File: src/logic/smb_consts.vh
/*
 Constants for the two-wire serial controller: the address of its
 control and status register, the bit positions inside it, its reset
 value, the bus-free tick count and the phase codes of the START and
 STOP sequencers.
 Assumes it is included by bare name at the top of each design file.
*/
// How it works
// - Both lines high over ten ticks: free.
// - Pending START issued right after free timeout.
// - Interrupt for every byte and address moved.
// - Transmitter interrupts after ACK without hardware ack.
// - Receiver interrupts before ACK without hardware ack.
// - Hardware ack: interrupts always after ACK cycle.
// - Interrupt on own START and slave STOP.
// - Enable gates all events; disabled means inactive.
// - Inhibited slave monitors, NACKs, never interrupts.
// - Inhibit latched at next START only.
// - SCL toggled only as master, only stretched as slave; SDA follows SCL.
// - Bits seven and six show master, transmitter.
// - Start flag only reads back the request; writing one requests.
// - Stop flag sends STOP after ACK, self-clears.
// - Stop flag shows slave STOP or pending STOP.
// - Bit two shows arbitration lost.
// - Hardware sets interrupt flag; software clears it.
// - Pending START or byte interrupt holds SCL low, stalls bus.
// - Writing zero resumes; writing one forces interrupt.
// - Hardware ack enable selects automatic acknowledge.
`ifndef SMB_CONSTS_VH
`define SMB_CONSTS_VH
`define SMB_CS_ADDR    8'hC0
`define SMB_CS_RST     8'h00
`define SMB_B_MST      7
`define SMB_B_TXM      6
`define SMB_B_STA      5
`define SMB_B_STO      4
`define SMB_B_ARQ      3
`define SMB_B_ARB      2
`define SMB_B_ACK      1
`define SMB_B_SI       0
`define SMB_FREE_TICKS 4'hA
`define SMB_LAST_BIT   3'h7
`define SMB_PH0        3'h0
`define SMB_PH1        3'h1
`define SMB_PH2        3'h2
`endif

File: src/logic/smb_linemon.v
/*
 Line monitor: synchronises SCL and SDA, reports SCL edges, START and
 STOP conditions, and the bus-free timeout.
 Assumes the pins are asynchronous to clk and that tick is a one-cycle
 pulse from a timer on clk.
*/
`include "smb_consts.vh"
module smb_linemon (
   input  wire clk,
   input  wire rst_n,
   input  wire scl_i,
   input  wire sda_i,
   input  wire tick,
   input  wire free_en,
   output wire scl_s,
   output wire sda_s,
   output wire start_det,
   output wire stop_det,
   output wire scl_rise,
   output wire scl_fall,
   output reg  free_pulse
);
   reg       scl_meta_reg;
   reg       scl_sync_reg;
   reg       scl_prev_reg;
   reg       sda_meta_reg;
   reg       sda_sync_reg;
   reg       sda_prev_reg;
   reg [3:0] free_cnt_reg;

   // Two flip-flops per pin, then one more stage for edge detection.
   always @(posedge clk) begin
      if (!rst_n) begin
         scl_meta_reg <= 1'h1;
         scl_sync_reg <= 1'h1;
         scl_prev_reg <= 1'h1;
         sda_meta_reg <= 1'h1;
         sda_sync_reg <= 1'h1;
         sda_prev_reg <= 1'h1;
      end else begin
         scl_meta_reg <= scl_i;
         scl_sync_reg <= scl_meta_reg;
         scl_prev_reg <= scl_sync_reg;
         sda_meta_reg <= sda_i;
         sda_sync_reg <= sda_meta_reg;
         sda_prev_reg <= sda_sync_reg;
      end
   end

   assign scl_s     = scl_sync_reg;
   assign sda_s     = sda_sync_reg;
   assign scl_rise  = scl_sync_reg & ~scl_prev_reg;
   assign scl_fall  = ~scl_sync_reg & scl_prev_reg;
   // SDA moving while SCL stays high marks START or STOP.
   assign start_det = scl_sync_reg & scl_prev_reg & sda_prev_reg &
                      ~sda_sync_reg;
   assign stop_det  = scl_sync_reg & scl_prev_reg & ~sda_prev_reg &
                      sda_sync_reg;

   // Without ticks the counter never moves, so a slave-only user still
   // needs the timer running.
   always @(posedge clk) begin
      if (!rst_n) begin
         free_cnt_reg <= 4'h0;
         free_pulse   <= 1'h0;
      end else begin
         free_pulse <= 1'h0;
         if (!free_en || !scl_sync_reg || !sda_sync_reg) begin
            free_cnt_reg <= 4'h0;
         end else if (tick && free_cnt_reg <= `SMB_FREE_TICKS) begin
            free_cnt_reg <= free_cnt_reg + 4'h1;
            // The eleventh tick means more than ten periods.
            if (free_cnt_reg == `SMB_FREE_TICKS) begin
               free_pulse <= 1'h1;
            end
         end
      end
   end
endmodule

File: src/logic/smb_ctrl.v
/*
 Byte-oriented two-wire controller, master and slave, with its control
 and status register on the special-function register port.
 Assumes BIT_CLK_TICK is a one-cycle pulse on SYS_CLK from a timer, the
 configuration inputs and TX_DATA, SLAVE_ADDR come from logic on
 SYS_CLK, and the pins are open-drain and asynchronous.
*/
`include "smb_consts.vh"
module smb_ctrl (
   input  wire       SYS_CLK,
   input  wire       RESETN,
   input  wire [7:0] SFR_ADDR,
   input  wire       SFR_WR,
   input  wire [7:0] SFR_WDATA,
   output wire [7:0] SFR_RDATA,
   input  wire       INTERFACE_ENABLE,
   input  wire       SLAVE_INHIBIT,
   input  wire       HW_ACK_ENABLE,
   input  wire       BUS_FREE_TIMEOUT_ENABLE,
   input  wire       BIT_CLK_TICK,
   input  wire [6:0] SLAVE_ADDR,
   input  wire [7:0] TX_DATA,
   output wire [7:0] RX_DATA,
   output wire       INTERRUPT_PENDING,
   input  wire       SCL_I,
   output wire       SCL_O,
   output wire       SCL_OEN,
   input  wire       SDA_I,
   output wire       SDA_O,
   output wire       SDA_OEN
);
   localparam S_IDLE = 3'h0;
   localparam S_MSTA = 3'h1;
   localparam S_WAIT = 3'h2;
   localparam S_BITS = 3'h3;
   localparam S_ACK  = 3'h4;
   localparam S_MSTO = 3'h5;
   localparam S_SKIP = 3'h6;

   reg [2:0] state_reg;
   reg [2:0] cnt_reg;
   reg [7:0] shift_reg;
   reg [7:0] rx_data_reg;
   reg [7:0] rdata_reg;
   reg       master_reg;
   reg       txm_reg;
   reg       sta_reg;
   reg       sto_reg;
   reg       arq_reg;
   reg       arb_reg;
   reg       ack_reg;
   reg       si_reg;
   reg       scl_low_reg;
   reg       sda_low_reg;
   reg       addr_ph_reg;
   reg       rw_reg;
   reg       pend_ack_reg;
   reg       sw_ack_reg;
   reg       inh_act_reg;
   reg       addressed_reg;
   reg       busy_reg;
   reg       bit_hi_reg;

   wire       scl_s;
   wire       sda_s;
   wire       start_det;
   wire       stop_det;
   wire       scl_rise;
   wire       scl_fall;
   wire       free_pulse;
   wire       cs_wr;
   wire       si_clr;
   wire       tx_after;
   wire [7:0] status_w;

   // Whether SDA must be pulled low for the bit in d[7] of each byte; only when transmitting.
   function first_low;
      input       tx;
      input [7:0] d;
      begin
         first_low = tx & ~d[7];
      end
   endfunction

   smb_linemon u_mon (
      .clk       (SYS_CLK),
      .rst_n     (RESETN),
      .scl_i     (SCL_I),
      .sda_i     (SDA_I),
      .tick      (BIT_CLK_TICK),
      .free_en   (BUS_FREE_TIMEOUT_ENABLE),
      .scl_s     (scl_s),
      .sda_s     (sda_s),
      .start_det (start_det),
      .stop_det  (stop_det),
      .scl_rise  (scl_rise),
      .scl_fall  (scl_fall),
      .free_pulse(free_pulse)
   );

   assign cs_wr  = SFR_WR && (SFR_ADDR == `SMB_CS_ADDR);
   assign si_clr = cs_wr && !SFR_WDATA[`SMB_B_SI] && si_reg;
   // Direction of the byte after the address byte.
   assign tx_after = addr_ph_reg ? (master_reg ? ~rw_reg : rw_reg)
                                 : txm_reg;
   // Bit order follows the register layout, bit 7 first.
   assign status_w = {master_reg, txm_reg, sta_reg, sto_reg,
                      arq_reg, arb_reg, ack_reg, si_reg};

   // Open drain: the output value is always low, the enable does the work.
   assign SCL_O             = 1'h0;
   assign SDA_O             = 1'h0;
   assign SCL_OEN           = ~scl_low_reg;
   assign SDA_OEN           = ~sda_low_reg;
   assign SFR_RDATA         = rdata_reg;
   assign RX_DATA           = rx_data_reg;
   assign INTERRUPT_PENDING = si_reg;

   // Read data is registered, so a read shows one cycle after the address.
   always @(posedge SYS_CLK) begin
      if (!RESETN) begin
         rdata_reg <= 8'h00;
      end else begin
         rdata_reg <= (SFR_ADDR == `SMB_CS_ADDR) ? status_w : 8'h00;
      end
   end

   // Bus occupancy; the free timeout ends it when no STOP was seen.
   always @(posedge SYS_CLK) begin
      if (!RESETN) begin
         busy_reg <= 1'h0;
      end else if (start_det) begin
         busy_reg <= 1'h1;
      end else if (stop_det || free_pulse) begin
         busy_reg <= 1'h0;
      end
   end

   // Main sequencer. Software writes come first in the block so that a
   // hardware set later in the same cycle wins over a software clear.
   always @(posedge SYS_CLK) begin
      if (!RESETN) begin
         {master_reg, txm_reg, sta_reg, sto_reg,
          arq_reg, arb_reg, ack_reg, si_reg} <= `SMB_CS_RST;
         state_reg     <= S_IDLE;
         cnt_reg       <= `SMB_PH0;
         shift_reg     <= 8'h00;
         rx_data_reg   <= 8'h00;
         scl_low_reg   <= 1'h0;
         sda_low_reg   <= 1'h0;
         addr_ph_reg   <= 1'h0;
         rw_reg        <= 1'h0;
         pend_ack_reg  <= 1'h0;
         sw_ack_reg    <= 1'h0;
         inh_act_reg   <= 1'h0;
         addressed_reg <= 1'h0;
         bit_hi_reg    <= 1'h0;
      end else begin
         if (cs_wr) begin
            sta_reg <= SFR_WDATA[`SMB_B_STA];
            sto_reg <= SFR_WDATA[`SMB_B_STO];
            ack_reg <= SFR_WDATA[`SMB_B_ACK];
            si_reg  <= SFR_WDATA[`SMB_B_SI];
         end
         if (!INTERFACE_ENABLE) begin
            // Disabled: lines released, no events at all.
            state_reg     <= S_IDLE;
            master_reg    <= 1'h0;
            txm_reg       <= 1'h0;
            arq_reg       <= 1'h0;
            scl_low_reg   <= 1'h0;
            sda_low_reg   <= 1'h0;
            addressed_reg <= 1'h0;
            pend_ack_reg  <= 1'h0;
            sw_ack_reg    <= 1'h0;
         end else if (!master_reg && (stop_det || free_pulse)) begin
            // A STOP, or a bus gone free without one, ends any slave
            // transfer; only a real STOP is reported.
            if (stop_det && addressed_reg && !inh_act_reg) begin
               sto_reg <= 1'h1;
               si_reg  <= 1'h1;
            end
            state_reg     <= S_IDLE;
            txm_reg       <= 1'h0;
            arq_reg       <= 1'h0;
            scl_low_reg   <= 1'h0;
            sda_low_reg   <= 1'h0;
            addressed_reg <= 1'h0;
            pend_ack_reg  <= 1'h0;
            sw_ack_reg    <= 1'h0;
         end else if (!master_reg && start_det) begin
            // Another master starts: receive the address byte.
            inh_act_reg   <= SLAVE_INHIBIT;
            bit_hi_reg    <= 1'h0;
            state_reg     <= S_BITS;
            cnt_reg       <= `SMB_PH0;
            addr_ph_reg   <= 1'h1;
            txm_reg       <= 1'h0;
            addressed_reg <= 1'h0;
            scl_low_reg   <= 1'h0;
            sda_low_reg   <= 1'h0;
            pend_ack_reg  <= 1'h0;
            sw_ack_reg    <= 1'h0;
         end else begin
            // Only a master toggles SCL; slaves merely stretch it.
            if (master_reg && BIT_CLK_TICK &&
                (state_reg == S_BITS || state_reg == S_ACK)) begin
               if (scl_low_reg) begin
                  scl_low_reg <= 1'h0;
               end else if (scl_s) begin
                  scl_low_reg <= 1'h1;
               end
            end
            case (state_reg)
               S_IDLE: begin
                  // Free bus and a pending request: start at once.
                  if (sta_reg && !busy_reg) begin
                     master_reg  <= 1'h1;
                     arb_reg     <= 1'h0;
                     txm_reg     <= 1'h1;
                     addr_ph_reg <= 1'h1;
                     cnt_reg     <= `SMB_PH0;
                     state_reg   <= S_MSTA;
                  end
               end
               S_MSTA: begin
                  // Release both, pull SDA with SCL high, then pull SCL.
                  if (cnt_reg == `SMB_PH0) begin
                     if (BIT_CLK_TICK) begin
                        sda_low_reg <= 1'h0;
                        scl_low_reg <= 1'h0;
                        cnt_reg     <= `SMB_PH1;
                     end
                  end else if (cnt_reg == `SMB_PH1) begin
                     if (BIT_CLK_TICK && scl_s && sda_s) begin
                        sda_low_reg <= 1'h1;
                        cnt_reg     <= `SMB_PH2;
                     end
                  end else if (BIT_CLK_TICK) begin
                     scl_low_reg <= 1'h1;
                     si_reg      <= 1'h1;
                     state_reg   <= S_WAIT;
                  end
               end
               S_WAIT: begin
                  scl_low_reg <= 1'h1;
                  if (si_clr) begin
                     if (master_reg && SFR_WDATA[`SMB_B_STO]) begin
                        state_reg <= S_MSTO;
                        cnt_reg   <= `SMB_PH0;
                     end else if (master_reg && SFR_WDATA[`SMB_B_STA]) begin
                        state_reg <= S_MSTA; // Repeated START.
                        cnt_reg   <= `SMB_PH0;
                     end else if (pend_ack_reg) begin
                        // Software has chosen the ACK value.
                        sda_low_reg  <= SFR_WDATA[`SMB_B_ACK];
                        arq_reg      <= 1'h0;
                        pend_ack_reg <= 1'h0;
                        sw_ack_reg   <= 1'h1;
                        scl_low_reg  <= 1'h0;
                        state_reg    <= S_ACK;
                     end else begin
                        if (master_reg && addr_ph_reg) begin
                           rw_reg <= TX_DATA[0];
                        end
                        shift_reg   <= TX_DATA;
                        sda_low_reg <= first_low(txm_reg, TX_DATA);
                        cnt_reg     <= `SMB_PH0;
                        scl_low_reg <= 1'h0;
                        state_reg   <= S_BITS;
                     end
                  end
               end
               S_BITS: begin
                  if (scl_rise) begin
                     // Data is sampled on the rising SCL edge.
                     shift_reg <= {shift_reg[6:0], sda_s};
                     bit_hi_reg <= 1'h1;
                     if (master_reg && txm_reg && !sda_low_reg && !sda_s)
                     begin
                        // Someone else drives low: back off.
                        arb_reg     <= 1'h1;
                        master_reg  <= 1'h0;
                        txm_reg     <= 1'h0;
                        sda_low_reg <= 1'h0;
                        scl_low_reg <= 1'h0;
                        si_reg      <= 1'h1;
                        state_reg   <= S_SKIP;
                     end
                  end else if (scl_fall && bit_hi_reg) begin
                     // The fall closing a START has no rise before it.
                     bit_hi_reg <= 1'h0;
                     if (cnt_reg != `SMB_LAST_BIT) begin
                        cnt_reg     <= cnt_reg + 3'h1;
                        sda_low_reg <= first_low(txm_reg, shift_reg);
                     end else if (txm_reg) begin
                        sda_low_reg <= 1'h0; // Free SDA for the ACK.
                        state_reg   <= S_ACK;
                     end else begin
                        rx_data_reg <= shift_reg;
                        if (addr_ph_reg && !master_reg) begin
                           rw_reg <= shift_reg[0];
                           if (inh_act_reg) begin
                              state_reg <= S_SKIP;
                           end else if (HW_ACK_ENABLE) begin
                              // Automatic address recognition.
                              if (shift_reg[7:1] == SLAVE_ADDR) begin
                                 addressed_reg <= 1'h1;
                                 sda_low_reg   <= 1'h1;
                                 state_reg     <= S_ACK;
                              end else begin
                                 state_reg <= S_SKIP;
                              end
                           end else begin
                              addressed_reg <= 1'h1;
                              arq_reg       <= 1'h1;
                              pend_ack_reg  <= 1'h1;
                              si_reg        <= 1'h1;
                              scl_low_reg   <= 1'h1;
                              state_reg     <= S_WAIT;
                           end
                        end else if (HW_ACK_ENABLE) begin
                           sda_low_reg <= ack_reg;
                           state_reg   <= S_ACK;
                        end else begin
                           arq_reg      <= 1'h1;
                           pend_ack_reg <= 1'h1;
                           si_reg       <= 1'h1;
                           scl_low_reg  <= 1'h1;
                           state_reg    <= S_WAIT;
                        end
                     end
                  end
               end
               S_ACK: begin
                  if (scl_rise && txm_reg) begin
                     ack_reg <= ~sda_s; // Received ACK for software.
                  end else if (scl_fall) begin
                     addr_ph_reg <= 1'h0;
                     txm_reg     <= tx_after;
                     sw_ack_reg  <= 1'h0;
                     sda_low_reg <= 1'h0;
                     if (master_reg && sto_reg) begin
                        scl_low_reg <= 1'h1;
                        cnt_reg     <= `SMB_PH0;
                        state_reg   <= S_MSTO;
                     end else if (sw_ack_reg && !master_reg &&
                                  addr_ph_reg && !ack_reg) begin
                        addressed_reg <= 1'h0;
                        state_reg     <= S_SKIP;
                     end else if (sw_ack_reg) begin
                        // Interrupt already given before this ACK.
                        shift_reg   <= TX_DATA;
                        sda_low_reg <= first_low(tx_after, TX_DATA);
                        cnt_reg     <= `SMB_PH0;
                        state_reg   <= S_BITS;
                     end else begin
                        si_reg      <= 1'h1;
                        scl_low_reg <= 1'h1;
                        state_reg   <= S_WAIT;
                     end
                  end
               end
               S_MSTO: begin
                  // SDA low, release SCL, then release SDA while high.
                  if (cnt_reg == `SMB_PH0) begin
                     sda_low_reg <= 1'h1;
                     if (BIT_CLK_TICK) begin
                        scl_low_reg <= 1'h0;
                        cnt_reg     <= `SMB_PH1;
                     end
                  end else if (BIT_CLK_TICK && scl_s) begin
                     sda_low_reg <= 1'h0;
                     sto_reg     <= 1'h0;
                     master_reg  <= 1'h0;
                     txm_reg     <= 1'h0;
                     state_reg   <= S_IDLE;
                  end
               end
               S_SKIP: begin
                  // Not involved: watch lines until START or STOP.
                  scl_low_reg <= 1'h0;
                  sda_low_reg <= 1'h0;
               end
               default: begin
                  state_reg <= S_IDLE;
               end
            endcase
         end
      end
   end
endmodule

File: config.mk
export PLATFORM = sky130hd
export DESIGN_NAME = smb_ctrl
export DESIGN_NICKNAME = d
export VERILOG_FILES = /design/src/logic/smb_linemon.v /design/src/logic/smb_ctrl.v
export VERILOG_INCLUDE_DIRS = /design/src /design/src/logic
export SDC_FILE = /design/constraint.sdc
export NUM_CORES = 1
export LEC_CHECK = 0
export ABC_AREA = 1
export BUFFER_PORTS_ARGS = -buffer_cell sky130_fd_sc_hd__buf_2
export CORE_ASPECT_RATIO = 1.1
export CORE_MARGIN = 2
export CORE_UTILIZATION = 61
export CTS_CLUSTER_DIAMETER = 120
export DETAILED_ROUTE_END_ITERATION = 6
export PLACE_DENSITY_LB_ADDON = 0.25
export SLEW_MARGIN = 10
export SYNTH_ARGS = -nofsm -noshare
export SYNTH_HDL_FRONTEND = slang
export SYNTH_SLANG_ARGS = --single-unit
File: constraint.sdc
create_clock -name SYS_CLK -period 2.63 [get_ports SYS_CLK]
set_input_delay 0.526 -clock SYS_CLK [delete_from_list [all_inputs] [get_ports SYS_CLK]]
set_output_delay 0.526 -clock SYS_CLK [all_outputs]
set_load 0.005 [all_outputs]
* Word level (Yosys, flattened, before mapping)
Index checks and enable logic that the tools add are counted.
Word-level totals: latch bits 0, bits in writable memories 0, input port bits 41, output and inout bits 21, bits in read-only memories 0, memories 0, register bits after elaboration 59
Cells by class: reduce and logical (&&, ||, !) cells 77, add/subtract/negate cells 2, shift-type cells 0, bitwise operators 28, magnitude comparators 1, divide/modulo/power cells 0, muxes and demuxes 220, equal/unequal tests 72, multiply operators 0
Operators by type and width (number):
- 2-to-1 mux 1 bit | 151
- 2-to-1 mux 3 bit | 42
- 2-to-1 mux 8 bit | 10
- != test 3 bit (second input constant) | 18
- != test 2 bit (second input constant) | 23
- AND reduction 16 bit | 2
- AND reduction 14 bit | 2
- logical AND 1 bit | 26
- AND reduction 13 bit | 2
- case mux 8 bit (3 select lines) | 1
- AND reduction 8 bit | 3
- case mux 3 bit (7 select lines) | 1
- inverter 1 bit | 18
- case mux 3 bit (6 select lines) | 1
- != test 4 bit (second input constant) | 4
- != test 3 x 2 -> 1 bit (second input constant) | 5
- case mux 1 bit (2 select lines) | 7
- AND reduction 7 bit | 2
- != test 4 x 3 -> 1 bit (second input constant) | 3
- != test 6 x 5 -> 1 bit (second input constant) | 2
- case mux 1 bit (6 select lines) | 2
- AND reduction 12 bit | 1
- nonzero test 2 bit | 6
- nonzero test 3 bit | 4
- other kinds (32) | 64

* Longest topological paths before layout
depth after elaboration 14, gate-level depth with buffers 15, mapped depth without buffers 14

* Hierarchy
Synthesis repeated with hierarchy kept, for this count alone.
Unflattened totals: cell total of the unflattened synthesis 610, area, all modules 3811.2 um2
By module, submodules not included:
- smb_ctrl | seq. area each 960.9 um2, cells an instance 550, area each 3354.5 um2, instances 1
- smb_linemon | seq. area each 220.2 um2, cells an instance 60, area each 456.7 um2, instances 1

* Worst setup path after synthesis
Ideal clock, no wire load.
path type input-to-reg, start input port SFR_ADDR[3], end register shift_reg[7], path slack 0.969 ns, cell stages on the path 11, data required time 2.560 ns, arrival 1.591 ns, buffers on the path 0, path through nor2_1 nand2_1 nor2_1 nand4_1 nand2_2 inv_1 nor2_2 nand2_4 clkinv_2 nand2_1 a21oi_1
Between the ends: cells in the longest elaborated chain, start to end 6
Ends and longest elaborated chain:
- start: declaration | RTL line smb_ctrl.v:12 | input wire [7:0] SFR_ADDR,
- == test 8 bit (no line)
- logical AND 1 bit | RTL line smb_ctrl.v:101 | assign cs_wr = SFR_WR && (SFR_ADDR == `SMB_CS_ADDR);
- logical AND 1 bit (2 in series) | RTL line smb_ctrl.v:102 | assign si_clr = cs_wr && !SFR_WDATA[`SMB_B_SI] && si_reg;
- != test 2 bit (no line)
- AND reduction 14 bit (no line)
- end signal: assignment | RTL line smb_ctrl.v:277 | shift_reg <= {shift_reg[6:0], sda_s};
- end: declaration | RTL line smb_ctrl.v:42 | reg [7:0] shift_reg;
Every way passes these cells. A chain may end at the register's enable or synchronous reset.

* Worst setup path after layout
start register state_reg[1], end register arq_reg
Between the ends: cells in the longest elaborated chain, start to end 3, elaborated cells on any way between the ends 14, classes of those cells 11 x eq/ne; 1 x mux; 2 x reduce/logical
Ends and longest elaborated chain:
- start: declaration | RTL line smb_ctrl.v:40 | reg [2:0] state_reg;
- start signal: assignment | RTL line smb_ctrl.v:145 | state_reg <= S_IDLE;
- start signal: assignment | RTL line smb_ctrl.v:167 | state_reg <= S_IDLE;
- start signal: assignment | RTL line smb_ctrl.v:183 | state_reg <= S_IDLE;
- == test 3 x 2 -> 1 bit | RTL line smb_ctrl.v:214 | case (state_reg)
- != test 3 bit (no line) (tied with other cells)
- AND reduction 11 bit (no line)
- end: declaration | RTL line smb_ctrl.v:49 | reg arq_reg;
Several ways; a longest one is shown, not always the timed one.

==> reports/metrics.cfg <==
[run_status]
status = finished, violations left
failed_checks = design-rule violations

[min_path]
hold_path.class = in -> reg
hold_start = SCL_I
worst_hold_path.endpoint = u_mon.scl_meta_reg
worst_hold_path.num_cells = 2

[routing]
met2WireLength_mm = 5.334
wl_met1_mm = 4.460
vias = 4184
detail_route.first_pass.iterations = 7
wl_mm = 11.67
top_layer_used = met4
post_drt_wl_per_cell_um = 16.23
ant_nets = 0
dr_wl_met3_mm = 1.115
drc = 3
drt_iter0_markers = 410
vias_per_cell = 5.819

[cells_and_area]
final_cell_mix = nand2_1, nor2_1, inv_1
syn_to_final_growth_pct = 14.05
drive_gt1_share_pct = 17.29
nFillCells = 492
fin_area_um2 = 4133
layout_commonest_cell = nand2_1
finalNetCount = 684
insertedDiodeCount = 0
fin_cells = 719

[power]
peakVddDrop_mv = 0.4236
leakage_nw = 1.917
seq_power_share_pct = 48.5
power.internal_mw = 1.354
power_frac_comb_pct = 12.1
power_density_nw_per_um2 = 461.0
switchingPower_mw = 0.5516
clkPwrFrac_pct = 39.4
swShare_pct = 28.95

[global_routing]
grt_start_max_net_pins = 25
grt_pass1_vias = 3871
grt_pass1_wl_mm = 18.27
grt_antenna_before_repair = 0
track_usage_pct = 36.32
gr-total-overflow = 0

[critical_path]
critPathKind = reg -> reg
critPathLaunchType = flip-flop
critPathArrivalTime_ps = 2510
r2r-end = arq_reg
endpoint_kind = flip-flop
path_max_fanout = 24
r2r_setup_slack_ps = 370
required_ps = 2880
r2r-start = state_reg[1]
worst-r2r-cell-count = 11

[synth]
synthFlopType = dfxtp_1
syn_avg_cell_area_um2 = 6.280
synth-edff-count = 0
syn-cell-area_um2 = 3623
yosys_register_bits = 59
synthTopCellsByArea = dfxtp_1, nand2_1, nor2_1
synthCells = 577
synth_area_leader_cell = dfxtp_1
ys_seq_area_share_pct = 32.60
async_flop_share_pct = 0
ys_warn_count = 0
yosys.cell_types.count = 41
synth_top_area_share_pct = 32.60

[sta]
finalSetupViolCount = 0
rsz0062_at_grt = false
fmax_mhz = 443.0
finalCriticalPeriod_ps = 2257
fin_tns_setup_ps = 0
max_slew_margin_pct = 60.48
slew_violations = 0
period_share_pct = 85.83
tightest_slew_ps = 592.1
fin_worst_skew_ps = 10.95
holdWs_ps = 356.3
finalHoldViolCount = 0

[clock_tree]
clk_pin_slew_worst_paths_ps = 70
clock_latency_ps = 360
cts_hold_buffers = 0
clockRootBuffer = clkbuf_8
tritoncts = yes
cts_setup_buffers = 0
cts_sinks = 59
numCtsBuffers = 9
cts.htree.levels = 3
ctsLongestPathBuffers = 2
cts_resized = 0

[floorplanning]
die_w_um = 77.49
dieArea_um2 = 6573
fp.dieH_um = 84.84
rows = 29
io_pins = 62
start_util_pct = 62.81
design.core.area_um2 = 5769

[place]
place_congestion = 1.003
port_buffers = 55
dp.final_hpwl_mm = 8.897
place_area_um2 = 3961
place_inst = 703

[flow_run]
max_cap_viol_count = 0

-- cell usage after synthesis (2+ instances only) --
library cell / number
buf_6: 2
buf_4: 4
o22ai_1: 3
nor3_1: 11
xnor2_1: 3
clkbuf_1: 4
inv_1: 67
o21ai_0: 35
o21bai_1: 3
nand3_1: 34
o211ai_1: 2
a311oi_1: 2
inv_2: 7
nand2_1: 136
nor2_4: 3
o21ai_1: 6
a211oi_1: 5
nor2_2: 10
xor2_1: 4
mux2_2: 2
nand2_2: 4
buf_2: 3
o31ai_1: 2
or2_2: 5
nand4_1: 9
a21oi_1: 42
dfxtp_1: 59
ha_1: 6
nor2_1: 92
-- per-stage QoR --
step / utilization [%] / setup slack (ps) / power, mW
floorplan: - / 968.7 / 1.084
CTS: 71.63 / 448.3 / 1.893
global route: 71.63 / 160.1 / 1.958
detailed placement: 68.66 / 468.4 / 1.165
finish: 71.63 / 372.6 / 1.905
global placement: 68.66 / 478.4 / 1.157
-- worst max-delay path by stage --
stage / startpoint / end / slack (ps) / cells after the start
final: state_reg[1] / arq_reg / 370 / 11
after global placement: state_reg[1] / scl_low_reg / 480 / 11
after floorplan: SFR_ADDR[3] / shift_reg[7] / 970 / 11
after CTS: state_reg[1] / arq_reg / 450 / 11
after global routing: state_reg[1] / arq_reg / 160 / 11
after detailed placement: state_reg[1] / scl_low_reg / 470 / 11
-- power by group through the flow --
stage | Clock, mW | Sequential (mW) | Combinational, mW
finish | 0.751 | 0.923 | 0.231
global route | 0.779 | 0.925 | 0.254
CTS | 0.746 | 0.923 | 0.224
detailed placement | 0 | 0.943 | 0.222
global placement | 0 | 0.942 | 0.215
floorplan | 0 | 0.939 | 0.145
-- critical path, cell delays in order, from the launching register on --
cell and delay, ps:
dfxtp_1 540, nand2_1 150, nor2_4 340, inv_2 280
nor2_2 170, a21oi_1 60, nor3_1 170, nand2_1 140
nor2_1 110, nand2_1 60, nand2_1 90, nor2_1 40
-- cell type report --
class	count	area, um^2	share of cell area (%)
clock inverter	4	26.28	0.6358
sequential	59	1181	28.58
tap	77	96.34	2.331
timing repair buffer	61	320.3	7.751
multi-input combinational	431	2081	50.35
inverter	75	282.8	6.842
clock buffer	12	145.1	3.512
-- layer usage --
layer	vias up	global-route usage, %
met5	-	0
li1	1976	-
met3	73	8.723
met4	0	23.86
met2	261	59.84
met1	1874	42.06
-- logic make-up (layout without fill, tap and decap cells) --
kind of cell	count (synthesis)	in the layout	share of synthesized area (%)
AND/OR/NAND/NOR	308	308	36.53
multiplexers	2	2	0.6215
adder cells (fa/ha/maj)	6	6	2.072
buffers and inverters	88	152	10.08
flip-flops	59	59	32.60
XOR/XNOR	7	7	1.692
AO/OA/AOI/OAI	106	106	16.30
other	1	2	0.1035
(Power assumes the default switching activity.)
